$ cat config.mk
export PLATFORM = sky130hd
export DESIGN_NAME = isc_sweep_ctrl
export DESIGN_NICKNAME = d
export VERILOG_FILES = /design/src/common/isc_pkg.sv /design/src/rtl/isc_edge_sync.sv /design/src/rtl/isc_sweep_ctrl.sv
export SDC_FILE = /design/constraint.sdc
export NUM_CORES = 1
export LEC_CHECK = 0
export ABC_AREA = 1
export BUFFER_PORTS_ARGS = -buffer_cell sky130_fd_sc_hd__buf_2
export CORE_UTILIZATION = 55
export CTS_BUF_LIST = sky130_fd_sc_hd__clkbuf_8
export CTS_CLUSTER_SIZE = 40
export DETAILED_ROUTE_END_ITERATION = 10
export PLACE_DENSITY = 0.9
export RECOVER_POWER = 25
export SETUP_SLACK_MARGIN = 0.05
export SYNTH_ARGS = -nofsm -noshare
export SYNTH_HDL_FRONTEND = slang
export SYNTH_SLANG_ARGS = --single-unit
$ cat constraint.sdc
create_clock -name CLK_SYS_IN -period 4.2 [get_ports CLK_SYS_IN]
set_input_delay 0.84 -clock CLK_SYS_IN [delete_from_list [all_inputs] [get_ports CLK_SYS_IN]]
set_output_delay 0.84 -clock CLK_SYS_IN [all_outputs]
set_load 0.005 [all_outputs]
$ cat src/common/isc_pkg.sv
// Constants and carrier types of the sweep control decoder
package isc_pkg;
   // Byte addresses on the register port
   localparam logic [7:0] ISC_ADDR_CTRL_HI = 8'h80;
   localparam logic [7:0] ISC_ADDR_CTRL_LO = 8'h81;
   localparam logic [7:0] ISC_ADDR_INDEX_HI = 8'h90;
   localparam logic [7:0] ISC_ADDR_INDEX_LO = 8'h91;
   localparam logic [7:0] ISC_ADDR_REAL_HI = 8'h94;
   localparam logic [7:0] ISC_ADDR_REAL_LO = 8'h95;
   localparam logic [7:0] ISC_ADDR_IMAG_HI = 8'h96;
   localparam logic [7:0] ISC_ADDR_IMAG_LO = 8'h97;
   localparam logic [7:0] ISC_ADDR_CHECK = 8'h98;

   // Control word value after reset: power-down
   localparam logic [15:0] ISC_CTRL_RESET = 16'hA000;

   // Control word field positions
   localparam int ISC_CMD_MSB = 15;
   localparam int ISC_CMD_LSB = 11;
   localparam int ISC_CAL_BIT = 10;
   localparam int ISC_RANGE_MSB = 9;
   localparam int ISC_RANGE_LSB = 8;
   localparam int ISC_GAIN_BIT = 7;
   localparam int ISC_ERRCHK_BIT = 6;
   localparam int ISC_RSVD5_BIT = 5;
   localparam int ISC_RESET_BIT = 4;
   localparam int ISC_CLK_MSB = 3;
   localparam int ISC_CLK_LSB = 2;
   // Writable bits of the low byte; bits 5, 1 and 0 read as zero
   localparam logic [7:0] ISC_LO_MASK = 8'hDC;

   // Command field codes
   localparam logic [4:0] ISC_CMD_NOP = 5'h00;
   localparam logic [4:0] ISC_CMD_INIT = 5'h01;
   localparam logic [4:0] ISC_CMD_SWEEP = 5'h02;
   localparam logic [4:0] ISC_CMD_INC = 5'h03;
   localparam logic [4:0] ISC_CMD_REPEAT = 5'h04;
   localparam logic [4:0] ISC_CMD_RSVD = 5'h08;
   localparam logic [4:0] ISC_CMD_TEMP = 5'h09;
   localparam logic [4:0] ISC_CMD_PDOWN = 5'h0A;
   localparam logic [4:0] ISC_CMD_STBY = 5'h0B;

   // Range and clock select codes
   localparam logic [1:0] ISC_RANGE_FULL = 2'h0;
   localparam logic [1:0] ISC_RANGE_DIV10 = 2'h1;
   localparam logic [1:0] ISC_RANGE_DIV5 = 2'h2;
   localparam logic [1:0] ISC_RANGE_DIV2 = 2'h3;
   localparam logic [1:0] ISC_CLK_INTERNAL = 2'h0;
   localparam logic [1:0] ISC_CLK_RSVD = 2'h1;
   localparam logic [1:0] ISC_CLK_EXTERNAL = 2'h2;
   localparam logic [1:0] ISC_CLK_PLL = 2'h3;

   localparam int ISC_INDEX_W = 9;
   localparam int ISC_SETTLE_W = 9;

   // Analog and power steering
   typedef struct packed {
      logic excite_gnd;
      logic response_gnd;
      logic amp_pwr;
      logic osc_pwr;
      logic excite_en;
      logic adc_sample_en;
      logic temp_pwr;
   } isc_ana_t;

   // One-cycle events to the datapath
   typedef struct packed {
      logic freq_load_start;
      logic freq_step;
      logic meas_start;
      logic temp_start;
      logic soft_reset;
   } isc_evt_t;

   // Option fields of the control word
   typedef struct packed {
      logic cal_ext;
      logic [1:0] range_div;
      logic gain_x5;
      logic err_chk_en;
      logic [1:0] clk_sel;
   } isc_cfg_t;

   // Result words from the transform datapath
   typedef struct packed {
      logic [15:0] real_part;
      logic [15:0] imag_part;
   } isc_result_t;
endpackage : isc_pkg

$ cat src/rtl/isc_edge_sync.sv
// Two-flop synchroniser and rising-edge detector for the waveform clock
`timescale 1ns/100ps
module isc_edge_sync (
   // Clock and reset
   input wire logic clk_in,
   input wire logic rst_in,
   // Asynchronous level
   input wire logic level_in,
   // Rising edge, one cycle
   output logic rise_out
);
   typedef struct packed {
      logic meta;
      logic sync;
      logic last;
      logic rise;
   } isc_sync_t;

   isc_sync_t s_r;
   isc_sync_t s_nxt;

   always_comb begin
      s_nxt = s_r;
      s_nxt.meta = level_in;
      s_nxt.sync = s_r.meta;
      s_nxt.last = s_r.sync;
      s_nxt.rise = s_r.sync & ~s_r.last;
   end

   always_ff @(posedge clk_in or posedge rst_in) begin
      if (rst_in) begin
         s_r <= '0;
      end else begin
         s_r <= s_nxt;
      end
   end

   assign rise_out = s_r.rise;
endmodule : isc_edge_sync

$ cat src/rtl/isc_sweep_ctrl.sv
// Control word decoder and sweep command sequencer
`timescale 1ns/100ps
module isc_sweep_ctrl (
   // Clock and reset
   input wire logic CLK_SYS_IN,
   input wire logic RST_IN,
   // Register byte port from the serial engine
   input wire logic REG_WR_IN,
   input wire logic REG_RD_IN,
   input wire logic [7:0] REG_ADDR_IN,
   input wire logic [7:0] REG_WDATA_IN,
   input wire logic REG_PEC_OK_IN,
   output logic [7:0] REG_RDATA_OUT,
   output logic REG_RVALID_OUT,
   // Datapath status
   input wire logic [isc_pkg::ISC_SETTLE_W-1:0] SETTLE_CYCLES_IN,
   input wire logic WAVE_CLK_IN,
   input wire isc_pkg::isc_result_t RESULT_IN,
   input wire logic RESULT_VALID_IN,
   input wire logic TEMP_DONE_IN,
   // Steering outputs
   output isc_pkg::isc_ana_t ANA_OUT,
   output isc_pkg::isc_evt_t EVT_OUT,
   output isc_pkg::isc_cfg_t CFG_OUT,
   output logic [isc_pkg::ISC_INDEX_W-1:0] FREQ_INDEX_OUT
);
   import isc_pkg::*;

   typedef enum logic [4:0] {
      SEQ_IDLE = 5'b00001,
      SEQ_EXCITE = 5'b00010,
      SEQ_SETTLE = 5'b00100,
      SEQ_SAMPLE = 5'b01000,
      SEQ_DONE = 5'b10000
   } isc_seq_t;

   typedef enum logic [2:0] {
      PWR_DOWN = 3'b001,
      PWR_STBY = 3'b010,
      PWR_ON = 3'b100
   } isc_pwr_t;

   typedef struct packed {
      logic [15:0] ctrl;
      isc_seq_t seq;
      isc_pwr_t pwr;
      logic temp_busy;
      logic [ISC_SETTLE_W-1:0] settle_cnt;
      logic [ISC_INDEX_W-1:0] index;
      isc_result_t result;
      logic [7:0] check;
      logic [7:0] rdata;
      logic rvalid;
      isc_ana_t ana;
      isc_evt_t evt;
      isc_cfg_t cfg;
   } isc_state_t;

   isc_state_t s_r;
   isc_state_t s_nxt;
   logic wave_rise;
   logic ctrl_hit;
   logic ctrl_wr_ok;
   logic [4:0] cmd;
   logic [7:0] lo_byte;

   isc_edge_sync u_wave_sync (
      .clk_in(CLK_SYS_IN),
      .rst_in(RST_IN),
      .level_in(WAVE_CLK_IN),
      .rise_out(wave_rise)
   );

   // Control writes rejected on a failed packet check while checking is on
   assign ctrl_hit = REG_WR_IN &&
      (REG_ADDR_IN == ISC_ADDR_CTRL_HI || REG_ADDR_IN == ISC_ADDR_CTRL_LO);
   assign ctrl_wr_ok = ctrl_hit && (!s_r.ctrl[ISC_ERRCHK_BIT] || REG_PEC_OK_IN);
   assign cmd = REG_WDATA_IN[7:3];
   assign lo_byte = REG_WDATA_IN & ISC_LO_MASK;

   always_comb begin
      s_nxt = s_r;
      s_nxt.evt = '0;
      s_nxt.rvalid = 1'b0;

      // Sequencer progress
      case (s_r.seq)
         SEQ_IDLE: begin
            s_nxt.seq = SEQ_IDLE;
         end
         SEQ_EXCITE: begin
            s_nxt.seq = SEQ_EXCITE;
         end
         SEQ_SETTLE: begin
            if (s_r.settle_cnt == '0) begin
               s_nxt.seq = SEQ_SAMPLE;
               s_nxt.evt.meas_start = 1'b1;
            end else if (wave_rise) begin
               s_nxt.settle_cnt = s_r.settle_cnt - 1'b1;
            end
         end
         SEQ_SAMPLE: begin
            if (RESULT_VALID_IN) begin
               s_nxt.seq = SEQ_DONE;
               s_nxt.result = RESULT_IN;
               s_nxt.check = RESULT_IN.real_part[15:8] + RESULT_IN.real_part[7:0] +
                  RESULT_IN.imag_part[15:8] + RESULT_IN.imag_part[7:0];
            end
         end
         SEQ_DONE: begin
            s_nxt.seq = SEQ_DONE;
         end
         default: begin
            s_nxt.seq = SEQ_IDLE;
         end
      endcase

      // Temperature block powers off once its reading is in
      if (s_r.temp_busy && TEMP_DONE_IN) begin
         s_nxt.temp_busy = 1'b0;
      end

      // Control high byte: store and act on the command field
      if (ctrl_wr_ok && REG_ADDR_IN == ISC_ADDR_CTRL_HI) begin
         s_nxt.ctrl[15:8] = REG_WDATA_IN;
         case (cmd)
            ISC_CMD_INIT: begin
               s_nxt.pwr = PWR_ON;
               s_nxt.seq = SEQ_EXCITE;
               s_nxt.index = '0;
               s_nxt.evt.freq_load_start = 1'b1;
            end
            ISC_CMD_SWEEP: begin
               s_nxt.pwr = PWR_ON;
               s_nxt.seq = SEQ_SETTLE;
               s_nxt.settle_cnt = SETTLE_CYCLES_IN;
            end
            ISC_CMD_INC: begin
               s_nxt.pwr = PWR_ON;
               s_nxt.seq = SEQ_SETTLE;
               s_nxt.settle_cnt = SETTLE_CYCLES_IN;
               s_nxt.index = s_r.index + 1'b1;
               s_nxt.evt.freq_step = 1'b1;
            end
            ISC_CMD_REPEAT: begin
               s_nxt.pwr = PWR_ON;
               s_nxt.seq = SEQ_SETTLE;
               s_nxt.settle_cnt = SETTLE_CYCLES_IN;
            end
            ISC_CMD_TEMP: begin
               if (!s_r.temp_busy) begin
                  s_nxt.temp_busy = 1'b1;
                  s_nxt.evt.temp_start = 1'b1;
               end
            end
            ISC_CMD_PDOWN: begin
               s_nxt.pwr = PWR_DOWN;
               s_nxt.seq = SEQ_IDLE;
            end
            ISC_CMD_STBY: begin
               s_nxt.pwr = PWR_STBY;
               s_nxt.seq = SEQ_IDLE;
            end
            default: begin
               s_nxt.pwr = s_r.pwr;
            end
         endcase
      end

      // Control low byte; the reset bit acts once and reads back zero
      if (ctrl_wr_ok && REG_ADDR_IN == ISC_ADDR_CTRL_LO) begin
         s_nxt.ctrl[7:0] = lo_byte & ~(8'h01 << ISC_RESET_BIT);
         if (lo_byte[ISC_RESET_BIT]) begin
            s_nxt.index = '0;
            s_nxt.seq = SEQ_IDLE;
            s_nxt.settle_cnt = '0;
            s_nxt.result = '0;
            s_nxt.check = '0;
            s_nxt.evt.soft_reset = 1'b1;
            s_nxt.evt.freq_load_start = 1'b1;
         end
      end

      // Register reads answer one cycle later
      if (REG_RD_IN) begin
         s_nxt.rvalid = 1'b1;
         case (REG_ADDR_IN)
            ISC_ADDR_CTRL_HI: s_nxt.rdata = s_r.ctrl[15:8];
            ISC_ADDR_CTRL_LO: s_nxt.rdata = s_r.ctrl[7:0];
            ISC_ADDR_INDEX_HI: s_nxt.rdata = {7'h00, s_r.index[8]};
            ISC_ADDR_INDEX_LO: s_nxt.rdata = s_r.index[7:0];
            ISC_ADDR_REAL_HI: s_nxt.rdata = s_r.result.real_part[15:8];
            ISC_ADDR_REAL_LO: s_nxt.rdata = s_r.result.real_part[7:0];
            ISC_ADDR_IMAG_HI: s_nxt.rdata = s_r.result.imag_part[15:8];
            ISC_ADDR_IMAG_LO: s_nxt.rdata = s_r.result.imag_part[7:0];
            ISC_ADDR_CHECK: s_nxt.rdata = s_r.check;
            default: s_nxt.rdata = 8'h00;
         endcase
      end

      // Power steering from the next power state
      case (s_nxt.pwr)
         PWR_DOWN: begin
            s_nxt.ana.amp_pwr = 1'b0;
            s_nxt.ana.osc_pwr = 1'b0;
            s_nxt.ana.excite_gnd = 1'b1;
            s_nxt.ana.response_gnd = 1'b1;
         end
         PWR_STBY: begin
            s_nxt.ana.amp_pwr = 1'b1;
            s_nxt.ana.osc_pwr = 1'b1;
            s_nxt.ana.excite_gnd = 1'b1;
            s_nxt.ana.response_gnd = 1'b1;
         end
         default: begin
            s_nxt.ana.amp_pwr = 1'b1;
            s_nxt.ana.osc_pwr = 1'b1;
            s_nxt.ana.excite_gnd = 1'b0;
            s_nxt.ana.response_gnd = 1'b0;
         end
      endcase
      s_nxt.ana.excite_en = (s_nxt.pwr == PWR_ON) && (s_nxt.seq != SEQ_IDLE);
      s_nxt.ana.adc_sample_en = (s_nxt.seq == SEQ_SAMPLE);
      s_nxt.ana.temp_pwr = s_nxt.temp_busy;

      // Option fields
      s_nxt.cfg.cal_ext = s_nxt.ctrl[ISC_CAL_BIT];
      s_nxt.cfg.range_div = s_nxt.ctrl[ISC_RANGE_MSB:ISC_RANGE_LSB];
      s_nxt.cfg.gain_x5 = ~s_nxt.ctrl[ISC_GAIN_BIT];
      s_nxt.cfg.err_chk_en = s_nxt.ctrl[ISC_ERRCHK_BIT];
      s_nxt.cfg.clk_sel = s_nxt.ctrl[ISC_CLK_MSB:ISC_CLK_LSB];
   end

   always_ff @(posedge CLK_SYS_IN or posedge RST_IN) begin
      if (RST_IN) begin
         s_r <= '0;
         s_r.ctrl <= ISC_CTRL_RESET;
         s_r.seq <= SEQ_IDLE;
         s_r.pwr <= PWR_DOWN;
         s_r.ana.excite_gnd <= 1'b1;
         s_r.ana.response_gnd <= 1'b1;
         s_r.cfg.gain_x5 <= 1'b1;
      end else begin
         s_r <= s_nxt;
      end
   end

   assign REG_RDATA_OUT = s_r.rdata;
   assign REG_RVALID_OUT = s_r.rvalid;
   assign ANA_OUT = s_r.ana;
   assign EVT_OUT = s_r.evt;
   assign CFG_OUT = s_r.cfg;
   assign FREQ_INDEX_OUT = s_r.index;

   logic hi_ok;
   logic lo_ok;
   assign hi_ok = ctrl_wr_ok && REG_ADDR_IN == ISC_ADDR_CTRL_HI;
   assign lo_ok = ctrl_wr_ok && REG_ADDR_IN == ISC_ADDR_CTRL_LO;
endmodule : isc_sweep_ctrl

After elaboration in Yosys (flattened, before gate mapping)
Index checks and enable logic that the tools add are counted.

Add/subtract/negate cells: 5. Multiplexer cells: 36. Equality and inequality tests: 25. Reduce and logical (&&, ||, !) cells: 13. Bitwise logic cells: 3.

Operator list (number): 2-to-1 mux 58 bit (2); 2-to-1 mux 40 bit (2); equality test 8 bit, second input constant (9); one-hot mux 8 bit (9 select lines) (1); 2-to-1 mux 9 bit (4); 2-to-1 mux 27 bit (1); equality test 5 x 4 -> 1 bit, second input constant (5); adder 8 bit (3); one-hot mux 5 bit (4 select lines) (1); one-hot mux 9 bit (2 select lines) (1); equality test 5 x 2 -> 1 bit, second input constant (3); 2-to-1 mux 1 bit (15); 2-to-1 mux 5 bit (3); one-hot mux 5 bit (3 select lines) (1); 2-to-1 mux 13 bit (1); equality test 5 x 3 -> 1 bit, second input constant (2); adder 9 x 1 -> 9 bit, second input constant (1); zero test 9 bit (1); one-hot mux 3 bit (3 select lines) (1); subtractor 9 x 1 -> 9 bit, second input constant (1); one-hot mux 4 bit (2 select lines) (1); logical AND 1 bit (6); equality test 5 x 1 -> 1 bit, second input constant (1); equality test 5 bit, second input constant (1); 13 further kinds (15).

Register bits: 110. Output and inout bits: 37. Bits of input ports: 65. Word-level logic and storage cells: 114.

Logic depth before layout (Yosys ltp)
Gate-level depths: netlist of the first run.

Word-level depth: 10. Mapped depth: 14. Depth with buffers taken out: 14.

Cells and area by module
From an unflattened synthesis of the first run, not the netlist that was laid out.

Cells, all modules: 767. Area total of the unflattened synthesis: 6033.3 sq um.

Modules (own cells, without submodules): isc_sweep_ctrl (sequential area each 2459.9 sq um, cells each 760, area each 5919.4 sq um, instances 1); isc_edge_sync (sequential area each 100.1 sq um, cells each 7, area each 113.9 sq um, instances 1).

Worst setup path after synthesis of the first run
No wires, ideal clock.

Path kind: input-to-reg. Start point: in RESULT_IN[1] (netlist name). End point: reg s_r[35] (netlist name). Data arrival time: 3.024 ns. Data required time: 4.137 ns. Cell stages on the path: 12. Library setup time: 0.063 ns. Path buffers: 0. Setup slack: 1.113 ns. Cells stage by stage: inv_1 > fa_1 > inv_1 > fa_1 > ha_1 > fa_1 > nand4_1 > o211ai_1 > nand3b_1 > nand3_1 > nand2_1 > inv_1.

RTL lines: start, declared (RTL line isc_sweep_ctrl.sv:18) `input wire isc_pkg::isc_result_t RESULT_IN,`; end signal, assigned (RTL line isc_sweep_ctrl.sv:244) `s_r <= s_nxt;`; end, declared (RTL line isc_sweep_ctrl.sv:59) `isc_state_t s_r;`.

==> results.ini, run 1 <==
[cts]
cts_max_path_buffers=2
cts_buffers=9
clk_pin_slew_ns=0.10
cts_sinks=102
ctsResizeCount=0
insertion_delay_ns=0.38
cts-hold-fix-buffers=0
post_cts_buffers=0
cts_root_buf=clkbuf_8
htreeDepth=3
cts_tree=yes

[timing]
worst_slew_margin_rel_pct=-88.7
worst_slack_ns=1.29
fin_crit_ns=2.91
finalSetupViolations=0
fin_tns_setup_ns=0
hold_viol=0
clock.fmax_mhz=344
clock_skew_ns=0.0139
final-max-slew-violation-count=65
worst_slew_pin_slew_ns=2.81
rsz0062_at_grt=no
finalCritPeriodShare_pct=69.3

[power]
p_leak_nw=3.52
power_density_nw_per_um2=313
peakVddDrop_mv=0.225
finalPower_w=0.00207

[yosys]
async_flop_share_pct=100
synth_top_area_cell=dfrtp_1
synth_flop_cell=dfrtp_1
synthTopCellsByArea=dfrtp_1 39%, nand2_1 9.7%, inv_1 6.8%
yosys.cell_count.top_type=nand2_1
synth-seq-area-share_pct=41.9
synth.top_cell.area_share_pct=39.3
synth_xor_area_share_pct=1.43
syn_avg_cell_area_um2=7.82
synth_fa_ha_area_share_pct=6.43
syn_nets=869
synth_compound_area_share_pct=11.6
yosys_warnings=0
synth_mux_area_share_pct=0
ys_types=40
synth_edf_count=0
syn_inst=781
netlist_area_um2=6110
ys_seq_elements=102
synthTopCellsByCount=158 x nand2_1, 111 x inv_1, 96 x dfrtp_1
synthSimpleGateAreaFrac_pct=24.9
synth_top_family_by_area=simple AND/OR/NAND/NOR gates

[final_layout]
finalNetCount=928
fillers=949
seq_area_um2=2560
multiInputGateArea_um2=2710
insertedDiodeCount=0
drive_gt1_share_pct=18.1
syn2layout_area_growth_pct=8.44
finish.utilization_pct=61.1

[drt]
ant_nets=0
detail_route.first_pass.iterations=11
vias=5288
wire_per_inst_um=14.5
drc_errors=1
avgViaCountPerCell=5.37
drtIter0Drc=358
drt-total-wl_um=14300

[die]
start_util_pct=56.4
dieArea_um2=11500
row_count=38
die_y_um=107
coreArea_um2=10800
fp.dieW_um=107
num_io_pins=102

[run_status]
violations=design-rule violations, max-capacitance violations, max-slew violations
status=finished with violations

[run]
timing.max_cap.violations=1

[worst_setup_path]
end_kind=flop
worstPathCellList=buf_2 > inv_1 > fa_1 > inv_1 > fa_1 > ha_1 > fa_1 > nand4_1 > o211ai_1 > nand3b_1 > nand3_1 > nand2_1 > inv_1
slowest_stage=fa_1
crit_fanout=3
required_ns=4.54
crit_arrival_ns=3.25
cp_slowest_stage_delay_ns=0.53
criticalPathCategory=in2reg
startpoint_type=primary input

[placed_design]
hpwlAfterDp_um=10500
place.gp.congestion=0.899
port_buffers=101
dp_slack_ns=0.882

[global_route]
grt_pass1_vias=4977
grt_pass1_wl_um=23000
grt_usage_pct=26.2
grt-ovfl-total=0
antenna_found_initial=0
grt_max_degree=65

[min_path]
min_path_type=reg2reg

where the power goes:
| group | switching, W | internal (W) |
|---|---|---|
| logic | 0.000217 | 0.000147 |
| registers | 0.0000319 | 0.00104 |
| clock network | 0.000348 | 0.000291 |
| total | 0.000597 | 0.00148 |
per-layer routing:
| layer | routed length (µm) | part of all wire, % | GRT usage (%) | vias to the layer above |
|---|---|---|---|---|
| met5 | 0 | 0 | 0 | - |
| met4 | 380 | 2.7 | 11.6 | 0 |
| met3 | 1090 | 7.6 | 5.15 | 27 |
| met2 | 6790 | 47 | 42.8 | 218 |
| met1 | 6070 | 42 | 34.0 | 2470 |
| li1 | - | - | - | 2573 |
stage by stage:
stage	area [µm²]	std cells	hold slack [ns]
2_1_floorplan	6110	781	0.331
3_3_place_gp	6430	969	0.337
3_5_place_dp	6430	969	0.338
4_1_cts	6630	985	0.361
5_1_grt	6630	985	0.370
6_report	6630	985	0.359
worst paths after layout:
check | start | to | slack [ns] | depth (start not counted)
min | u_wave_sync.s_nxt[2] | u_wave_sync.s_nxt[1] | 0.36 | 0
min in group asynchronous | RST_IN | u_wave_sync.s_r[1] | 1.24 | 2
max | RESULT_IN[1] | s_r[35] | 1.29 | 13
max in group asynchronous | RST_IN | s_r[108] | 1.65 | 3
max reg2reg | s_r[91] | s_r[62] | 1.92 | 7
min reg2reg | u_wave_sync.s_nxt[2] | u_wave_sync.s_nxt[1] | 0.36 | 0
sequential cells by signal, indices dropped and copies added (netlist names):
signal                cells
u_wave_sync.s_nxt         2
CFG_OUT                   3
REG_RVALID_OUT            1
EVT_OUT                   5
REG_RDATA_OUT             8
u_wave_sync.rise_out      1
ANA_OUT                   5
s_r                      67
u_wave_sync.s_r           1
FREQ_INDEX_OUT            9
cells by family after synthesis:
family | after synthesis
adder cells (fa/ha/maj) | 23
AND/OR/NAND/NOR | 337
buffers and inverters | 174
flip-flops | 102
AO/OA/AOI/OAI | 135
XOR/XNOR | 10
cell type report:
cell class | count | area share, %
Tap cell | 140 | 2.64
Timing Repair Buffer | 106 | 8.18
Sequential cell | 102 | 38.6
Multi-Input combinational cell | 505 | 40.9
Clock buffer | 10 | 2.08
Inverter | 116 | 6.63
Clock inverter | 6 | 0.944
cell usage in the layout, fill, tap and decap left out, drive strengths merged:
| cell | n |
|---|---|
| clkbuf | 11 |
| nor2 | 86 |
| fa | 14 |
| dfrtp | 96 |
| dfstp | 6 |
| clkinvlp | 2 |
| a21oi | 51 |
| clkinv | 1 |
| bufinv | 1 |
| o21ai | 69 |
| nor3 | 10 |
| nand3 | 56 |
| xor2 | 5 |
| a22oi | 1 |
| nand4 | 10 |
| o211ai | 3 |
| and3 | 3 |
| ha | 9 |
| xnor2 | 5 |
| nand3b | 6 |
| o21bai | 1 |
| inv | 118 |
| buf | 105 |
| or2 | 2 |
| a211oi | 7 |
| a31oi | 1 |
| nand2 | 164 |
| o22ai | 2 |
critical path, delay by kind of cell:
family / cells / cell delay (ns)
simple gates: 4 / 0.42
compound gates: 1 / 0.11
fa+ha+maj: 4 / 1.65
buf+inv: 4 / 0.23
No activity file was read; power rests on OpenSTA's default activity.
==> run 2, diff against run 1 <==
Settings changed: CORE_UTILIZATION 55 to 53, PLACE_DENSITY 0.9 to 0.91.
Clock period 4.2 ns to 2.5 ns, I/O delays scaled along.
==> run 2 against run 1 <==
Compared with the run above: count of clock-buffer cells in the layout fell by 1; the flow now finishes without violations; via count rose by 7.2%; worst setup slack got worse by 1.3 ns; highest routed layer unchanged; worst hold slack got worse by 0.33 ns.
==> results.ini, run 2 (synthesis results as in run 1) <==
[global_route]
grt-ovfl-total=0
antenna_found_initial=0
grt_max_degree=60
use_met3_pct=5.99
grt_usage_pct=27.7
grtUsageMet2_pct=44.6
grt_pass1_wl_um=25300
use_met1_pct=36.4
busiest_layer=met2
grt_pass1_vias=5331

[placed_design]
dp_slack_ns=-0.428
port_buffers=101
place.gp.congestion=0.929
hpwlAfterDp_um=11200
dpl_cell_area_um2=6780
place_inst=1001

[cts]
cts-hold-fix-buffers=0
cts_max_path_buffers=2
cts_root_buf=clkbuf_8
htreeDepth=3
cts_sinks=102
clk_pin_slew_ns=0.10
cts_buffers=9
cts_tree=yes
insertion_delay_ns=0.36

[run]
timing.max_cap.violations=0

[worst_setup_path]
criticalPathCategory=in2reg
worstPathCellList=buf_6 > inv_4 > fa_1 > inv_2 > fa_2 > ha_4 > fa_2 > nand4_1 > o211ai_1 > nand3b_1 > nand3_1 > nand2_1 > inv_1
crit_fanout=3
slowest_stage=fa_1
startpoint_type=primary input
cpMostUsedCell=fa_2
crit_family=adder cells
crit_arrival_ns=2.80
cp_slowest_stage_delay_ns=0.55
end_kind=flop
path_buf_inv=4
required_ns=2.81
r2r-start=s_r[101]
startpoint=RESULT_IN[9]

[die]
start_util_pct=55.4
die_y_um=109
dieArea_um2=12000
num_io_pins=102
fp.dieW_um=109
coreArea_um2=11000
row_count=38

[run_status]
status=completed

[drt]
vias=5668
avgViaCountPerCell=5.49
detail_route.first_pass.iterations=6
drtIter0Drc=491
drt-total-wl_um=15800
drc_errors=0
ant_nets=0
wire_per_inst_um=15.3

[final_layout]
mostFrequentLayoutCells=156 x nand2_1, 100 x inv_1, 97 x buf_2
final_cell_area_um2=7130
layout_commonest_cell=nand2_1
syn2layout_area_growth_pct=16.7
seq_area_um2=2560
multiInputGateArea_um2=2810
insertedDiodeCount=0
drive_gt1_share_pct=25.6
largest-register=s_r
fillers=911
finalNetCount=976
largest_reg_flops=67
layout.cells.non_filler=1033

[min_path]
min_path_type=in2async

[timing]
hold_viol=0
finalCritPeriodShare_pct=99.7
worst_slew_margin_rel_pct=8.25
worst_slack_ns=0.00652
worst_slew_pin_slew_ns=1.38
clock_skew_ns=0.0146
fin_crit_ns=2.49
finalSetupViolations=0
final-max-slew-violation-count=0
rsz0062_at_grt=yes
clock.fmax_mhz=401

[power]
power_density_nw_per_um2=525
peakVddDrop_mv=0.288
finalPower_w=0.00374
p_leak_nw=3.75

==> run 2: cell count changes in the layout (fill, tap and decap cells not counted), moves of 5 or more <==
cell	previous run	this run
buf_4	5	51
ha_1	9	3
ha_4	0	5
inv_1	112	100
inv_2	4	11
==> run 2: power by group <==
group          total (W)  internal (W)  switching (W)
combinational   0.000881      0.000400       0.000481
clock            0.00106      0.000469       0.000588
sequential       0.00180       0.00174      0.0000610
==> run 2: layout make-up <==
cell class                      count  share of cell area, %
Multi-Input combinational cell    505                   39.4
Sequential cell                   102                   35.9
Timing Repair Buffer              154                   13.0
Inverter                          116                   6.44
Tap cell                          140                   2.46
Clock buffer                        9                   1.74
Clock inverter                      7                   1.04
==> run 2: routing by layer <==
layer,up-vias,wire length [µm]
met3,55,1140
met4,0,595
li1,2653,-
met1,2673,6600
met5,-,0
met2,287,7450
==> run 2: final timing paths <==
| kind | to | slack (ns) | cells past startpoint |
|---|---|---|---|
| setup reg to reg | s_r[53] | 0.49 | 8 |
| hold / removal | u_wave_sync.s_r[1] | 0.03 | 2 |
| min in group CLK_SYS_IN | u_wave_sync.s_nxt[2] | 0.25 | 1 |
| setup / recovery | s_r[35] | 0.007 | 13 |
| max in group asynchronous | s_r[49] | 0.91 | 3 |
| hold reg to reg | u_wave_sync.s_nxt[1] | 0.36 | 0 |
==> run 2: per-stage QoR <==
step	utilization (%)	hold slack [ns]	TNS [ns]
after floorplan	-	0.331	-0.203
after global placement	61.5	0.333	-1.41
after detailed placement	61.5	0.335	-1.88
after CTS	64.6	0.0303	0
after global routing	64.6	0.0303	-0.0614
final	64.6	0.0274	0
==> run 2: timing repair <==
| item | in CTS | in global routing |
|---|---|---|
| setup buffers | 17 | 0 |
| pin swaps | 6 | 8 |
| gates resized for setup | 5 | 10 |
| gates cloned | 0 | 0 |
| setup endpoints to repair | 3 | 5 |
==> run 2: worst register-to-register path, stage by stage, from the launching register on <==
cell and delay [ns]:
dfrtp_1 0.39, inv_1 0.07, or2_1 0.26, nand2_1 0.14, inv_1 0.07, nand3_2 0.23, buf_4 0.38, o21ai_0 0.23
a21oi_1 0.16
